===== src/logic/stfc_pkg.sv =====
// Purpose: shared constants for the serial tape flow control block
// Assumes: 250 MHz controller clock
// Notes: control codes are the same for both character sets
package stfc_pkg;
    localparam int CLK_HZ = 250_000_000;
    localparam int MAX_BAUD = 19200;
    localparam int DEF_BAUD = 9600;
    localparam int BAUD_DIV_W = 16;
    localparam logic [BAUD_DIV_W-1:0] DIV_MIN = BAUD_DIV_W'(CLK_HZ / MAX_BAUD);
    localparam logic [BAUD_DIV_W-1:0] DIV_DEF = BAUD_DIV_W'(CLK_HZ / DEF_BAUD);
    localparam int DATA_BITS = 8;
    localparam int STOP_BITS = 2;
    localparam int FRAME_BITS = 1 + DATA_BITS + STOP_BITS;
    localparam logic [7:0] CODE_DC1 = 8'h11;
    localparam logic [7:0] CODE_DC2 = 8'h92;
    localparam logic [7:0] CODE_DC3 = 8'h13;
    localparam logic [7:0] CODE_DC4 = 8'h94;
    localparam logic [3:0] OVERRUN_LIMIT = 4'hA;
    localparam logic [1:0] CS_STOP_CHARS = 2'h2;
    localparam logic [3:0] DC3_STOP_CHARS = 4'hA;
    localparam int FIFO_DEPTH = 16;
    localparam logic [7:0] ALARM_OVERRUN = 8'h57;
    typedef enum logic [2:0] {
        ST_IDLE = 3'h0, ST_RD_RUN = 3'h1, ST_RD_HOLD = 3'h3, ST_RD_END = 3'h2,
        ST_WR_OPEN = 3'h6, ST_WR_DATA = 3'h7, ST_WR_END = 3'h5
    } stfc_state_t;
endpackage


===== src/logic/stfc_fifo_if.sv =====
// Purpose: stream handshake between block and its FIFO
// Assumes: one clock
// Notes: valid/ready pairs on both sides
`timescale 1ns/1ps
`default_nettype none
interface stfc_fifo_if #(parameter int W = 8);
    logic in_valid;
    logic in_ready;
    logic [W-1:0] in_data;
    logic out_valid;
    logic out_ready;
    logic [W-1:0] out_data;
    modport fifo (input in_valid, in_data, out_ready, output in_ready, out_valid, out_data);
    modport user (output in_valid, in_data, out_ready, input in_ready, out_valid, out_data);
endinterface
`default_nettype wire


===== src/logic/stfc_fifo.sv =====
// Purpose: flip-flop FIFO with valid/ready on both sides
// Assumes: depth is a power of two
// Notes: honest full and empty
`timescale 1ns/1ps
`default_nettype none
module stfc_fifo #(
    parameter int W = 8,
    parameter int DEPTH = 16
) (
    input wire logic clock_i,
    input wire logic resetn_i,
    stfc_fifo_if.fifo port
);
    localparam int AW = $clog2(DEPTH);
    logic [W-1:0] mem_reg [DEPTH];
    logic [AW-1:0] wr_reg;
    logic [AW-1:0] rd_reg;
    logic [AW:0] cnt_reg;
    wire push = port.in_valid && port.in_ready;
    wire pop = port.out_valid && port.out_ready;
    assign port.in_ready = (cnt_reg != (AW+1)'(DEPTH));
    assign port.out_valid = (cnt_reg != '0);
    assign port.out_data = mem_reg[rd_reg];
    always_ff @(posedge clock_i) begin
        if (push) begin
            mem_reg[wr_reg] <= port.in_data;
        end
    end
    always_ff @(posedge clock_i or negedge resetn_i) begin
        if (!resetn_i) begin
            wr_reg <= '0;
            rd_reg <= '0;
            cnt_reg <= '0;
        end else begin
            wr_reg <= wr_reg + AW'(push);
            rd_reg <= rd_reg + AW'(pop);
            cnt_reg <= cnt_reg + (AW+1)'(push) - (AW+1)'(pop);
        end
    end
endmodule
`default_nettype wire


===== src/logic/stfc_top.sv =====
// Purpose: character flow control on a serial tape link
// Assumes: 250 MHz clock, 8 data bits incl. parity, 2 stop bits
// Notes: output data buffered in a 16-word FIFO
`timescale 1ns/1ps
`default_nettype none
module stfc_top
    import stfc_pkg::*;
#(
    parameter int FIFO_W = DATA_BITS,
    parameter int FIFO_D = FIFO_DEPTH,
    parameter logic [BAUD_DIV_W-1:0] DIV_FLOOR = DIV_MIN
) (
    input wire logic clock_i,
    input wire logic resetn_i,
    input wire logic [stfc_pkg::BAUD_DIV_W-1:0] baud_div_i,
    input wire logic read_start_i,
    input wire logic read_done_i,
    input wire logic rx_busy_i,
    output logic [7:0] rx_data_o,
    output logic rx_valid_o,
    output logic overrun_o,
    output logic [7:0] alarm_code_o,
    input wire logic write_start_i,
    input wire logic write_last_i,
    input wire logic [7:0] tx_data_i,
    input wire logic tx_valid_i,
    output logic tx_ready_o,
    output logic busy_o,
    input wire logic rxd_i,
    input wire logic cts_i,
    output logic txd_o
);
    import stfc_pkg::*;
    ////////////////////////////////////////////////////////////////////////
    stfc_state_t st_reg, st_next;
    logic [2:0] rxd_sync_reg;
    logic [1:0] cts_sync_reg;
    wire rxd_s = rxd_sync_reg[1];
    wire cts_s = cts_sync_reg[1];
    wire [BAUD_DIV_W-1:0] div_eff = (baud_div_i < DIV_FLOOR) ? DIV_FLOOR : baud_div_i;
    wire [BAUD_DIV_W-1:0] div_half = {1'b0, div_eff[BAUD_DIV_W-1:1]};

    stfc_fifo_if #(.W(FIFO_W)) fq ();
    stfc_fifo #(.W(FIFO_W), .DEPTH(FIFO_D)) u_fifo (
        .clock_i(clock_i),
        .resetn_i(resetn_i),
        .port(fq)
    );
    logic last_seen_reg;
    wire in_write = (st_reg == ST_WR_OPEN) || (st_reg == ST_WR_DATA);
    wire in_read = (st_reg == ST_RD_RUN) || (st_reg == ST_RD_HOLD);
    assign fq.in_valid = tx_valid_i && in_write && !last_seen_reg;
    assign fq.in_data = tx_data_i;
    assign tx_ready_o = fq.in_ready && in_write && !last_seen_reg;
    wire wr_take = tx_valid_i && tx_ready_o;

    ////////////////////////////////////////////////////////////////////////
    // Receiver
    logic [BAUD_DIV_W-1:0] rx_cnt_reg;
    logic [3:0] rx_bit_reg;
    logic [7:0] rx_sh_reg;
    logic rx_act_reg;
    logic rx_pulse_reg;
    logic [7:0] rx_data_reg;
    always_ff @(posedge clock_i or negedge resetn_i) begin
        if (!resetn_i) begin
            rxd_sync_reg <= 3'h7;
            cts_sync_reg <= 2'h0;
        end else begin
            rxd_sync_reg <= {rxd_sync_reg[1:0], rxd_i};
            cts_sync_reg <= {cts_sync_reg[0], cts_i};
        end
    end
    wire rx_tick = rx_act_reg && (rx_cnt_reg == '0);
    wire rx_start = !rx_act_reg && rxd_sync_reg[2] && !rxd_s;
    wire rx_end = rx_tick && (rx_bit_reg == 4'(DATA_BITS + 1));
    always_ff @(posedge clock_i or negedge resetn_i) begin
        if (!resetn_i) begin
            rx_act_reg <= 1'b0;
            rx_cnt_reg <= '0;
            rx_bit_reg <= '0;
            rx_sh_reg <= '0;
            rx_pulse_reg <= 1'b0;
            rx_data_reg <= '0;
        end else begin
            rx_pulse_reg <= 1'b0;
            if (rx_start) begin
                rx_act_reg <= 1'b1;
                rx_cnt_reg <= div_half;
                rx_bit_reg <= '0;
            end else if (rx_tick) begin
                rx_cnt_reg <= div_eff - 1'b1;
                rx_bit_reg <= rx_bit_reg + 4'h1;
                if (rx_bit_reg == '0 && rxd_s) begin
                    rx_act_reg <= 1'b0;
                end else if (rx_bit_reg != '0 && !rx_end) begin
                    rx_sh_reg <= {rxd_s, rx_sh_reg[7:1]};
                end
                if (rx_end) begin
                    rx_act_reg <= 1'b0;
                    rx_pulse_reg <= rxd_s;
                    rx_data_reg <= rx_sh_reg;
                end
            end else if (rx_act_reg) begin
                rx_cnt_reg <= rx_cnt_reg - 1'b1;
            end
        end
    end
    // One code set for both character sets
    wire rx_is_dc1 = rx_pulse_reg && (rx_data_reg == CODE_DC1);
    wire rx_is_dc3 = rx_pulse_reg && (rx_data_reg == CODE_DC3);

    ////////////////////////////////////////////////////////////////////////
    // Transmitter
    logic [BAUD_DIV_W-1:0] tx_cnt_reg;
    logic [3:0] tx_bit_reg;
    logic [10:0] tx_sh_reg;
    logic tx_act_reg;
    logic tx_load;
    logic [7:0] tx_char;
    wire tx_tick = tx_act_reg && (tx_cnt_reg == '0);
    wire tx_done = tx_tick && (tx_bit_reg == 4'(FRAME_BITS - 1));
    wire tx_free = !tx_act_reg || tx_done;
    always_ff @(posedge clock_i or negedge resetn_i) begin
        if (!resetn_i) begin
            tx_act_reg <= 1'b0;
            tx_cnt_reg <= '0;
            tx_bit_reg <= '0;
            tx_sh_reg <= '1;
        end else if (tx_load) begin
            tx_sh_reg <= {2'b11, tx_char, 1'b0};
            tx_act_reg <= 1'b1;
            tx_cnt_reg <= div_eff - 1'b1;
            tx_bit_reg <= '0;
        end else if (tx_done) begin
            tx_act_reg <= 1'b0;
            tx_sh_reg <= '1;
        end else if (tx_tick) begin
            tx_sh_reg <= {1'b1, tx_sh_reg[10:1]};
            tx_cnt_reg <= div_eff - 1'b1;
            tx_bit_reg <= tx_bit_reg + 4'h1;
        end else if (tx_act_reg) begin
            tx_cnt_reg <= tx_cnt_reg - 1'b1;
        end
    end
    assign txd_o = tx_sh_reg[0];

    ////////////////////////////////////////////////////////////////////////
    // Flow control
    logic [3:0] ovr_cnt_reg;
    logic overrun_reg;
    logic held_reg;
    logic dc3_pause_reg;
    // Only codes and clear-to-send gate output
    // Clear-to-send low holds next char; one in flight ends
    // Received DC3 holds next char from the clock after its strobe
    wire out_ok = cts_s && !dc3_pause_reg;
    wire last_pend = last_seen_reg && !fq.out_valid;
    assign fq.out_ready = (st_reg == ST_WR_DATA) && tx_free && out_ok;
    always_comb begin
        st_next = st_reg;
        tx_load = 1'b0;
        tx_char = fq.out_data;
        unique case (st_reg)
            ST_IDLE: begin
                if (read_start_i && tx_free) begin
                    tx_load = 1'b1;
                    tx_char = CODE_DC1;
                    st_next = ST_RD_RUN;
                end else if (write_start_i && tx_free) begin
                    st_next = ST_WR_OPEN;
                end
            end
            ST_RD_RUN: begin
                if (tx_free && read_done_i) begin
                    tx_load = 1'b1;
                    tx_char = CODE_DC3;
                    st_next = ST_RD_END;
                end else if (tx_free && rx_busy_i) begin
                    tx_load = 1'b1;
                    tx_char = CODE_DC3;
                    st_next = ST_RD_HOLD;
                end
            end
            ST_RD_HOLD: begin
                if (tx_free && read_done_i) begin
                    tx_load = 1'b1;
                    tx_char = CODE_DC3;
                    st_next = ST_RD_END;
                end else if (tx_free && !rx_busy_i) begin
                    tx_load = 1'b1;
                    tx_char = CODE_DC1;
                    st_next = ST_RD_RUN;
                end
            end
            ST_RD_END: begin
                if (tx_free) begin
                    st_next = ST_IDLE;
                end
            end
            ST_WR_OPEN: begin
                if (tx_free && out_ok) begin
                    tx_load = 1'b1;
                    tx_char = CODE_DC2;
                    st_next = ST_WR_DATA;
                end
            end
            ST_WR_DATA: begin
                // Data back to back from FIFO
                if (fq.out_valid && fq.out_ready) begin
                    tx_load = 1'b1;
                end else if (last_pend && tx_free && out_ok) begin
                    tx_load = 1'b1;
                    tx_char = CODE_DC4;
                    st_next = ST_WR_END;
                end
            end
            ST_WR_END: begin
                if (tx_free) begin
                    st_next = ST_IDLE;
                end
            end
            default: st_next = ST_IDLE;
        endcase
    end
    wire dc1_sent = tx_load && (tx_char == CODE_DC1) && !in_write;
    wire hold_sent = tx_load && (st_reg == ST_RD_RUN) && (st_next == ST_RD_HOLD);
    always_ff @(posedge clock_i or negedge resetn_i) begin
        if (!resetn_i) begin
            st_reg <= ST_IDLE;
            ovr_cnt_reg <= '0;
            overrun_reg <= 1'b0;
            held_reg <= 1'b0;
            dc3_pause_reg <= 1'b0;
            last_seen_reg <= 1'b0;
        end else begin
            st_reg <= st_next;
            if (dc1_sent) begin
                ovr_cnt_reg <= '0;
                held_reg <= 1'b0;
            end else if (hold_sent) begin
                ovr_cnt_reg <= '0;
                held_reg <= 1'b1;
            end else if (held_reg && rx_pulse_reg && ovr_cnt_reg != OVERRUN_LIMIT) begin
                ovr_cnt_reg <= ovr_cnt_reg + 4'h1;
            end
            if (held_reg && rx_pulse_reg && in_read && ovr_cnt_reg == OVERRUN_LIMIT) begin
                overrun_reg <= 1'b1;
            end else if (read_start_i && st_reg == ST_IDLE) begin
                overrun_reg <= 1'b0;
            end
            if (!in_write) begin
                dc3_pause_reg <= 1'b0;
            end else if (rx_is_dc3) begin
                dc3_pause_reg <= 1'b1;
            end else if (rx_is_dc1) begin
                dc3_pause_reg <= 1'b0;
            end
            if (st_reg == ST_IDLE) begin
                last_seen_reg <= 1'b0;
            end else if (wr_take && write_last_i) begin
                last_seen_reg <= 1'b1;
            end
        end
    end
    assign overrun_o = overrun_reg;
    assign alarm_code_o = overrun_reg ? ALARM_OVERRUN : 8'h00;
    // Received chars passed on in order, only in ST_RD_RUN and ST_RD_HOLD
    assign rx_valid_o = rx_pulse_reg && in_read;
    assign rx_data_o = rx_data_reg;
    assign busy_o = (st_reg != ST_IDLE);
endmodule
`default_nettype wire


===== config.mk =====
export PLATFORM = sky130hd
export DESIGN_NAME = stfc_top
export DESIGN_NICKNAME = d
export VERILOG_FILES = /design/src/logic/stfc_pkg.sv /design/src/logic/stfc_fifo_if.sv /design/src/logic/stfc_fifo.sv /design/src/logic/stfc_top.sv
export SDC_FILE = /design/constraint.sdc
export NUM_CORES = 1
export LEC_CHECK = 0
export BUFFER_PORTS_ARGS = -buffer_cell sky130_fd_sc_hd__clkbuf_2
export CORE_MARGIN = 5
export CORE_UTILIZATION = 36
export DETAILED_ROUTE_END_ITERATION = 12
export MAX_ROUTING_LAYER = met4
export PLACE_DENSITY = 0.54
export SLEW_MARGIN = 20
export SYNTH_ARGS = -nofsm -noshare
export SYNTH_HDL_FRONTEND = slang
export SYNTH_HIERARCHICAL = 1
export SYNTH_SLANG_ARGS = --single-unit

===== constraint.sdc =====
create_clock -name clock_i -period 4.15 [get_ports clock_i]
set_input_delay 0.2075 -clock clock_i [delete_from_list [all_inputs] [get_ports clock_i]]
set_output_delay 0.2075 -clock clock_i [all_outputs]
set_load 0.01 [all_outputs]

==> Flow_metrics.wiki, run 1 <==
{| class="wikitable"
! Metric !! Value
|-
| Input/output buffers || 51
|-
| Critical-path maximum fanout || 11
|-
| Synth Register Bits || 225
|-
| Fin. Hold Viols || 0
|-
| Number of flip-flops under the largest register name || 128
|-
| Result of the run || finished, final reports clean
|-
| Routed len/inst || 18.89 um
|-
| Int Pwr || 4.025 mW
|-
| Layout cell share with drive strength beyond 1 || 0.1888
|-
| Sum of negative setup slack || 0 ns
|-
| Area enclosed by the die boundary || 33980 um^2
|-
| Overflow left after global routing || 0
|-
| Number of enable-type register cells in the synthesized netlist || 128
|-
| Top delay family on crit path || simple AND/OR/NAND/NOR gates
|-
| Max_slew headroom || 0.3847
|-
| I/O pin total || 55
|-
| Effective utilization at floorplan || 0.3672
|-
| Final non-filler cell area || 12370 um^2
|-
| Crit-path most repeated cell || nand2_1
|-
| Power density relative to cell area || 444.6 nW/um^2
|-
| Max-cap check violation count || 0
|-
| Slowest cell on the critical path || nor3b_1
|-
| Vias after detailed routing || 7162
|-
| Reg power frac || 0.497
|-
| Drt first-iter violations || 464
|-
| Pin count of the biggest net entering global routing || 68
|-
| Worst hold path type || in -> reg
|-
| Final routed DRC violation total || 0
|-
| Most area-hungry cell type in the Yosys netlist || edfxtp_1
|-
| Hold slack || 0.03351 ns
|-
| Clk sink count || 225
|-
| Required arrival time at the worst endpoint || 4.57 ns
|-
| Cell area after synthesis || 10940 um^2
|-
| Maximum buffer depth of the clock tree || 3
|-
| Final Wtd Congestion || 0.8589
|-
| Die outline width || 184.3 um
|-
| Slew at the pin closest to its max-slew limit || 0.9195 ns
|-
| Setup slack on the worst flop-to-flop path || 0.84 ns
|-
| Endpoint type of the worst setup path || flop
|-
| Critical Path AT || 3.77 ns
|-
| Number of nets with antenna violations after routing || 0
|-
| Worst Path Buf+Inv || 2
|-
| Height of the die || 184.3 um
|-
| Combinational power share || 0.131
|-
| Async set-or-reset flop fraction in the synthesized netlist || 0.4311
|-
| Peak supply drop || 0.4217 mV
|-
| Maximum level of the CTS H-tree || 1
|-
| RSZ-0062 raised after global routing || no
|-
| Total net switching power || 1.474 mW
|-
| Final-layout fill cell count || 2854
|-
| Std-Cell Core Area || 29800 um^2
|-
| Antenna violations before repair || 0
|-
| Post-CTS clock slew at the launch and capture registers of the worst setup and hold paths || 0.06 ns
|-
| Root buffer cell || clkbuf_16
|-
| Post-synthesis average cell area || 12.55 um^2
|-
| Met1 capacity usage during global routing || 0.2116
|-
| Global routing met2 resource utilization || 0.2405
|-
| Critical path class || in -> reg
|-
| Max incr delay on CP || 0.66 ns
|-
| Num rows || 63
|-
| Post-synth top area share || 0.3513
|-
| Routed wire length || 25280 um
|-
| Total setup buffers inserted after CTS || 0
|-
| CTS Buf Count || 25
|-
| Clock insertion delay at the later pin of the skew report || 0.53 ns
|-
| Largest cells by area after synthesis || edfxtp_1 (35%), dfrtp_1 (19%), mux4_2 (4.9%), dfstp_2 (2.9%), nor2_1 (2.6%)
|-
| Met3 Use GR || 0.01737
|-
| Number of antenna cells inserted || 0
|-
| Placed wire-length estimate after detailed placement || 17390 um
|-
| Clock share of power || 0.371
|-
| Maximum operating frequency || 299.1 MHz
|-
| Startpoint Class || primary input
|-
| Detailed Routing Iterations Pass 1 || 4
|-
| Post-Synthesis Cells || 872
|-
| Total global routing track utilization || 0.1526
|-
| Ranking of synthesized cells by instance count || edfxtp_1 (128), dfrtp_1 (85), nor2_1 (77)
|-
| Post-layout utilization of the core || 0.4151
|-
| Leading register cell type out of synthesis || edfxtp_1
|-
| Quantity of gates resized following cts || 0
|-
| Area post-placement || 11560 um^2
|-
| Fin crit period || 3.344 ns
|-
| Fin Clk Skew || 0.02270 ns
|-
| Wire length of the first global-routing pass || 40300 um
|-
| Clock tree from TritonCTS || done
|-
| Worst-path cell chain || dlygate4sd3_1 -> clkbuf_2 -> a311oi_2 -> nand2_1 -> nand2_1 -> ha_1 -> nor3b_1 -> nand3_1 -> nor2_1 -> xor2_1 -> nand2_1 -> o221ai_1
|-
| Most frequent cell after synthesis || edfxtp_1
|-
| Number of distinct library cell variants in the gate-level netlist after synthesis || 87
|-
| Area delta synth->final || 13.05%
|-
| Fin. max-slew vios || 0
|-
| Layout Nets || 986
|-
| Most used routing layer in global routing || met2
|-
| Period utilisation layout || 0.8057
|-
| Sequential area share after synthesis || 0.5746
|-
| Static Leakage || 4.657 nW
|-
| Final count of negative-setup-slack endpoints || 0
|-
| Vias in the first global route || 7145
|-
| Switching share of total power || 0.2681
|-
| Via/cell ratio || 5.353
|-
| Total number of yosys warnings || 6
|}
## placed cells by master, fill, tap and decap left out, drive strengths merged, types with 7 or more instances in the layout
| cell type | synthesis | final |
|---|---|---|
| a21oi | 32 | 32 |
| a22oi | 18 | 18 |
| a31oi | 10 | 10 |
| and2 | 7 | 7 |
| buf | 29 | 17 |
| clkbuf | 12 | 79 |
| clkinv | 0 | 14 |
| dfrtp | 85 | 85 |
| dfstp | 12 | 12 |
| edfxtp | 128 | 128 |
| ha | 21 | 21 |
| inv | 33 | 34 |
| mux2 | 20 | 20 |
| mux2i | 10 | 10 |
| mux4 | 32 | 32 |
| nand2 | 70 | 70 |
| nand2b | 13 | 13 |
| nand3 | 25 | 25 |
| nand4 | 10 | 10 |
| nor2 | 78 | 78 |
| nor3 | 24 | 24 |
| o21ai | 37 | 37 |
| o22ai | 8 | 8 |
| or3 | 13 | 13 |
| xnor2 | 15 | 15 |
| xor2 | 14 | 14 |
## logic make-up (layout without fill, tap and decap cells)
| group | after synthesis | after routing | synth area share |
|---|---|---|---|
| and+or+nand+nor | 292 | 292 | 0.1392 |
| DFF | 225 | 225 | 0.5746 |
| AOI/OAI and AO/OA | 164 | 164 | 0.1021 |
| buffers and inverters | 77 | 151 | 0.03637 |
| muxes | 62 | 62 | 0.09835 |
| xor gates and xnor gates | 29 | 29 | 0.02322 |
| adders and majority gates | 22 | 22 | 0.02585 |
| other | 1 | 3 | 0.0003428 |
## metrics by stage
stage                     setup slack, ns  power, mW  cells
after floorplan                     1.138      3.250    874
after global placement             0.6766      3.472   1287
after detailed placement           0.5075      3.492   1287
after CTS                          0.8064      5.572   1338
after global routing               0.4378      5.783   1338
final                              0.8064      5.499   1338
## metal layers
layer,up-vias,share of wire
met5,-,0
met4,0,0.025
met3,40,0.036
met2,151,0.47
met1,3568,0.46
li1,3403,-
## final cells by class
class                           count  area [um^2]  share of cell area
Tap cell                          390        488.0             0.03945
Inverter                           33        123.9             0.01002
Sequential cell                   225         6287              0.5083
Clock buffer                       29        640.6             0.05180
Clock inverter                     16        111.4            0.009004
Multi-Input combinational cell    572         4267              0.3450
Timing Repair Buffer               73        450.4             0.03642
## worst reg2reg max path, stage by stage (launching register included)
cell and delay, ns:
dfrtp_1 0.40, inv_1 0.08, ha_1 0.19, nor4b_1 0.15, and4_1 0.24, a21oi_1 0.51
nor3_1 0.13, and2_1 0.20, ha_1 0.28, inv_1 0.04, ha_1 0.19, fa_1 0.40
a21oi_1 0.18, o21bai_1 0.09, xnor2_1 0.13
## what timing repair did
action / 4_1_cts / 5_1_grt
endpoints found under the hold margin: 64 / 0
hold buffers: 6 / 0
setup endpoints to repair: 0 / 0
## power groups by stage
stage	Combinational, mW	Clock (mW)	Sequential (mW)
finish	0.722	2.04	2.74
global route	0.815	2.20	2.76
floorplan	0.535	0	2.71
detailed placement	0.714	0	2.78
global placement	0.699	0	2.77
CTS	0.725	2.11	2.74
## worst paths after layout
kind,cells after the start,endpoint,startpoint
max,12,tx_cnt_reg[10],baud_div_i[15]
max reg2reg,14,u_fifo/cnt_reg[4],tx_cnt_reg[0]
min,3,rx_cnt_reg[4],baud_div_i[5]
max in group asynchronous,3,tx_sh_reg[5],resetn_i
min reg2reg,0,rxd_sync_reg[1],rxd_sync_reg[0]
min in group asynchronous,2,tx_cnt_reg[14],resetn_i
Note: power is estimated with default switching activity, not from simulation.
==> run 2: changes to the inputs <==
- clock period: 4.15 -> 3.2 ns (I/O delays scaled with it)
==> Flow_metrics.wiki, run 2 (synthesis results as in run 1) <==
{| class="wikitable"
! Metric !! Value
|-
| Post-CTS clock slew at the launch and capture registers of the worst setup and hold paths || 0.06 ns
|-
| Fin. Hold Viols || 0
|-
| Peak supply drop || 0.3630 mV
|-
| Worst Path Buf+Inv || 2
|-
| Clock insertion delay at the later pin of the skew report || 0.53 ns
|-
| Critical-path maximum fanout || 4
|-
| Area post-placement || 11830 um^2
|-
| Slowest cell on the critical path || fa_1
|-
| Std-Cell Core Area || 29800 um^2
|-
| Area enclosed by the die boundary || 33980 um^2
|-
| Routed wire length || 25490 um
|-
| CTS Buf Count || 25
|-
| Vias in the first global route || 7353
|-
| Period utilisation layout || 0.9141
|-
| Wire length of the first global-routing pass || 40820 um
|-
| Height of the die || 184.3 um
|-
| Max-cap check violation count || 0
|-
| Non-filler instance count after layout || 1380
|-
| Leading cell type in the layout, fill and taps excluded || edfxtp_1
|-
| Overflow left after global routing || 0
|-
| Area delta synth->final || 16.80%
|-
| Most frequent cells in the layout || edfxtp_1 (128), dfrtp_1 (84), nor2_1 (76)
|-
| Crit-path most repeated cell || ha_1
|-
| Maximum operating frequency || 341.9 MHz
|-
| Input/output buffers || 51
|-
| Drt first-iter violations || 567
|-
| Number of flip-flops under the largest register name || 128
|-
| Required arrival time at the worst endpoint || 3.61 ns
|-
| Dpl cells || 1320
|-
| RSZ-0062 raised after global routing || no
|-
| Antenna violations before repair || 0
|-
| Detailed Routing Iterations Pass 1 || 5
|-
| Power density relative to cell area || 568.6 nW/um^2
|-
| Pin count of the biggest net entering global routing || 62
|-
| Layout Nets || 1027
|-
| Worst hold path type || in -> reg
|-
| Total global routing track utilization || 0.1545
|-
| Max_slew headroom || 0.4380
|-
| Top delay family on crit path || adder cells
|-
| Effective utilization at floorplan || 0.3672
|-
| Endpoint type of the worst setup path || flop
|-
| Root buffer cell || clkbuf_16
|-
| Via/cell ratio || 5.240
|-
| Static Leakage || 4.874 nW
|-
| Routed len/inst || 18.47 um
|-
| I/O pin total || 55
|-
| Maximum level of the CTS H-tree || 1
|-
| Maximum buffer depth of the clock tree || 3
|-
| Placed wire-length estimate after detailed placement || 17820 um
|-
| Fin. max-slew vios || 0
|-
| Worst-path cell chain || inv_1 -> ha_1 -> nor4b_2 -> and4_1 -> a21oi_1 -> nor3_1 -> and2_1 -> ha_1 -> inv_1 -> ha_1 -> fa_1 -> a21oi_1 -> o21bai_1 -> xnor2_1
|-
| Critical path class || reg -> reg
|-
| Slew at the pin closest to its max-slew limit || 0.8399 ns
|-
| Fin crit period || 2.925 ns
|-
| Vias after detailed routing || 7231
|-
| Max incr delay on CP || 0.41 ns
|-
| Final Wtd Congestion || 0.8296
|-
| Fin Clk Skew || 0.01235 ns
|-
| Final non-filler cell area || 12780 um^2
|-
| Final count of negative-setup-slack endpoints || 0
|-
| Final routed DRC violation total || 0
|-
| Layout cell share with drive strength beyond 1 || 0.2172
|-
| Clk sink count || 225
|-
| Clock tree from TritonCTS || done
|-
| Number of nets with antenna violations after routing || 0
|-
| Critical Path AT || 3.34 ns
|-
| Total setup buffers inserted after CTS || 0
|-
| Result of the run || finished, final reports clean
|-
| Die outline width || 184.3 um
|-
| Startpoint Class || flop
|-
| Number of antenna cells inserted || 0
|-
| Sum of negative setup slack || 0 ns
|-
| Num rows || 63
|}
run 2: per-stage QoR:
step | setup WS [ns] | util | power [mW] | hold slack [ns]
global route | 0.01654 | 0.4289 | 7.637 | 0.03746
CTS | 0.1463 | 0.4284 | 7.346 | 0.005836
floorplan | 0.2356 | - | 4.215 | -0.1356
detailed placement | 0.1732 | 0.3970 | 4.544 | 0.1694
finish | 0.2749 | 0.4289 | 7.265 | 0.02048
global placement | 0.2015 | 0.3970 | 4.524 | 0.1719
run 2: per-layer routing:
metal | share of wire | track usage
met3 | 0.039 | 0.02250
met2 | 0.47 | 0.2406
met1 | 0.47 | 0.2165
met4 | 0.018 | 0.03520
met5 | 0 | -
run 2: final timing paths:
path / from / endpoint / slack [ns] / depth (start not counted)
worst max register to register: tx_cnt_reg[1] / u_fifo/cnt_reg[4] / 0.27 / 14
min in group asynchronous: resetn_i / tx_cnt_reg[11] / 0.15 / 2
worst min-delay path: tx_valid_i / last_seen_reg / 0.02 / 4
max in group asynchronous: resetn_i / rxd_sync_reg[1] / 2.30 / 3
worst min register to register: cts_sync_reg[0] / cts_sync_reg[1] / 0.35 / 0
worst max-delay path: tx_cnt_reg[1] / u_fifo/cnt_reg[4] / 0.27 / 14
run 2: final cells by class:
cell class,instances,area (um^2)
Sequential cell,225,6287
Inverter,33,123.9
Clock inverter,14,112.6
Timing Repair Buffer,114,803.3
Tap cell,390,488.0
Fill cell,2809,17020
Clock buffer,32,681.9
Multi-Input combinational cell,572,4282
run 2: worst min-delay path: cells and delay by family:
family          cells  cell delay (ns)
simple gates        2             0.16
compound gates      1             0.11
buf+inv             1             0.09
run 2: repair_timing:
item | in CTS | in global routing
setup endpoints to repair | 0 | 1
endpoints found under the hold margin | 48 | 0
resized for setup | 0 | 2
hold buffers | 14 | 0
run 2: report_power, final:
part	switching [mW]	total, mW	internal [mW]
clock network	1.16	2.75	1.59
registers	0.267	3.55	3.28
logic	0.518	0.959	0.442
total	1.95	7.27	5.32
==> run 3: changes to the inputs <==
--- a/config.mk
+++ b/config.mk
@@ -7,9 +7,11 @@
 export LEC_CHECK = 0
 export BUFFER_PORTS_ARGS = -buffer_cell sky130_fd_sc_hd__clkbuf_2
+export CELL_PAD_IN_SITES_DETAIL_PLACEMENT = 1
+export CELL_PAD_IN_SITES_GLOBAL_PLACEMENT = 1
 export CORE_MARGIN = 5
 export CORE_UTILIZATION = 36
 export DETAILED_ROUTE_END_ITERATION = 12
 export MAX_ROUTING_LAYER = met4
-export PLACE_DENSITY = 0.54
+export PLACE_DENSITY = 0.62
 export SLEW_MARGIN = 20
 export SYNTH_ARGS = -nofsm -noshare
==> constraint.sdc (replaced) <==
create_clock -name clock_i -period 3.65 [get_ports clock_i]
set_input_delay 0 -clock clock_i [delete_from_list [all_inputs] [get_ports clock_i]]
set_output_delay 0 -clock clock_i [all_outputs]
set_load 0.01 [all_outputs]
==> Flow_metrics.wiki, run 3 (synthesis results as in run 1) <==
{| class="wikitable"
! Metric !! Value
|-
| Result of the run || finished, final reports clean
|-
| Critical Path AT || 3.69 ns
|-
| Total power || 6.650 mW
|-
| Sum of negative setup slack || 0 ns
|-
| Total setup buffers inserted after CTS || 0
|-
| Static Leakage || 4.945 nW
|-
| Final Wtd Congestion || 0.7875
|-
| Number of flip-flops under the largest register name || 128
|-
| Area delta synth->final || 18.17%
|-
| Endpoint type of the worst setup path || flop
|-
| Drt first-iter violations || 385
|-
| Routed len/inst || 19.97 um
|-
| Std-Cell Core Area || 29800 um^2
|-
| Power density relative to cell area || 514.4 nW/um^2
|-
| Via/cell ratio || 5.369
|-
| Num rows || 63
|-
| Number of nets with antenna violations after routing || 0
|-
| Critical path class || reg -> reg
|-
| Max-cap check violation count || 0
|-
| Post-CTS clock slew at the launch and capture registers of the worst setup and hold paths || 0.06 ns
|-
| Period utilisation layout || 0.9000
|-
| Area enclosed by the die boundary || 33980 um^2
|-
| Pin count of the biggest net entering global routing || 37
|-
| Layout Nets || 1036
|-
| Height of the die || 184.3 um
|-
| Root buffer cell || clkbuf_16
|-
| Required arrival time at the worst endpoint || 4.06 ns
|-
| Final count of negative-setup-slack endpoints || 0
|-
| Antenna violations before repair || 0
|-
| CTS Buf Count || 26
|-
| Detailed Routing Iterations Pass 1 || 4
|-
| Fin Clk Skew || 0.01306 ns
|-
| Maximum level of the CTS H-tree || 1
|-
| Maximum buffer depth of the clock tree || 3
|-
| Most frequent cells in the layout || edfxtp_1 (128), dfrtp_1 (84), nor2_1 (76)
|-
| Fin. max-slew vios || 0
|-
| Leading cell type in the layout, fill and taps excluded || edfxtp_1
|-
| Vias in the first global route || 8056
|-
| Overflow left after global routing || 0
|-
| Final routed DRC violation total || 0
|-
| Clock insertion delay at the later pin of the skew report || 0.53 ns
|-
| Peak supply drop || 0.4100 mV
|-
| Critical-path maximum fanout || 5
|-
| Total global routing track utilization || 0.1704
|-
| Effective utilization at floorplan || 0.3672
|-
| Clock tree from TritonCTS || done
|-
| Clk sink count || 225
|-
| Number of antenna cells inserted || 0
|-
| Input/output buffers || 51
|-
| Vias after detailed routing || 7457
|-
| Routed wire length || 27740 um
|-
| Placed wire-length estimate after detailed placement || 18970 um
|-
| Slew at the pin closest to its max-slew limit || 0.7280 ns
|-
| Max_slew headroom || 0.5137
|-
| Setup slack on the worst flop-to-flop path || 0.36 ns
|-
| Maximum operating frequency || 304.4 MHz
|-
| I/O pin total || 55
|-
| Wire length of the first global-routing pass || 45150 um
|-
| Fin crit period || 3.285 ns
|-
| Startpoint Class || flop
|-
| Die outline width || 184.3 um
|-
| RSZ-0062 raised after global routing || no
|-
| Worst hold path type || in -> reg
|-
| Layout cell share with drive strength beyond 1 || 0.2082
|-
| Fin. Hold Viols || 0
|}
-- run 3: area by class of cell --
cell class | count | area [um^2]
fill | 3174 | 16870
sequential | 225 | 6287
multi-input combinational | 572 | 4267
timing repair buffer | 122 | 883.3
clock buffer | 31 | 689.4
tap | 390 | 488.0
clock inverter | 16 | 190.2
inverter | 33 | 123.9
-- run 3: critical path: stages (launching register included) --
cell and delay, ns:
dfrtp_1 0.41, inv_1 0.08, ha_1 0.19, nor4b_1 0.15, and4_1 0.23, a21oi_1 0.48, nor3_1 0.13, and2_1 0.18
ha_1 0.27, inv_1 0.04, ha_1 0.20, fa_1 0.41, a21oi_1 0.16, o21bai_1 0.09, xnor2_1 0.13
-- run 3: metal layers --
metal	wire, um	GRT usage
met1	13110	0.2375
met2	13200	0.2720
met3	885	0.01816
met4	542	0.03756
met5	0	-
-- run 3: what timing repair did --
item	4_1_cts	5_1_grt
gates resized for setup	0	0
setup endpoints to repair	0	0
endpoints found under the hold margin	225	0
hold buffers	33	0
-- run 3: where the power goes --
part | switching, mW | internal, mW
Combinational | 0.470 | 0.404
Sequential | 0.234 | 2.88
Clock | 1.04 | 1.63
Total | 1.74 | 4.91
-- run 3: worst paths after layout --
check | startpoint | to | cells after the start
worst max-delay path | tx_cnt_reg[0] | u_fifo/cnt_reg[4] | 14
worst min-delay path | baud_div_i[9] | rx_cnt_reg[8] | 4
worst max register to register | tx_cnt_reg[0] | u_fifo/cnt_reg[4] | 14
worst min register to register | cts_sync_reg[0] | cts_sync_reg[1] | 0
max in group asynchronous | resetn_i | tx_sh_reg[2] | 4
min in group asynchronous | resetn_i | rxd_sync_reg[2] | 3
-- run 3: stage by stage --
| stage | instances | area (um^2) | util | worst slack, ns | hold WS [ns] |
|---|---|---|---|---|---|
| 2_1_floorplan | 874 | 10950 | - | 0.7292 | -0.2956 |
| 3_3_place_gp | 1309 | 11710 | 0.3930 | 0.4315 | 0.0008390 |
| 3_5_place_dp | 1309 | 11710 | 0.3930 | 0.3365 | 0.001795 |
| 4_1_cts | 1389 | 12930 | 0.4339 | 0.3339 | 0.02380 |
| 5_1_grt | 1389 | 12930 | 0.4339 | 0.1203 | 0.09939 |
| 6_report | 1389 | 12930 | 0.4339 | 0.3649 | 0.05534 |
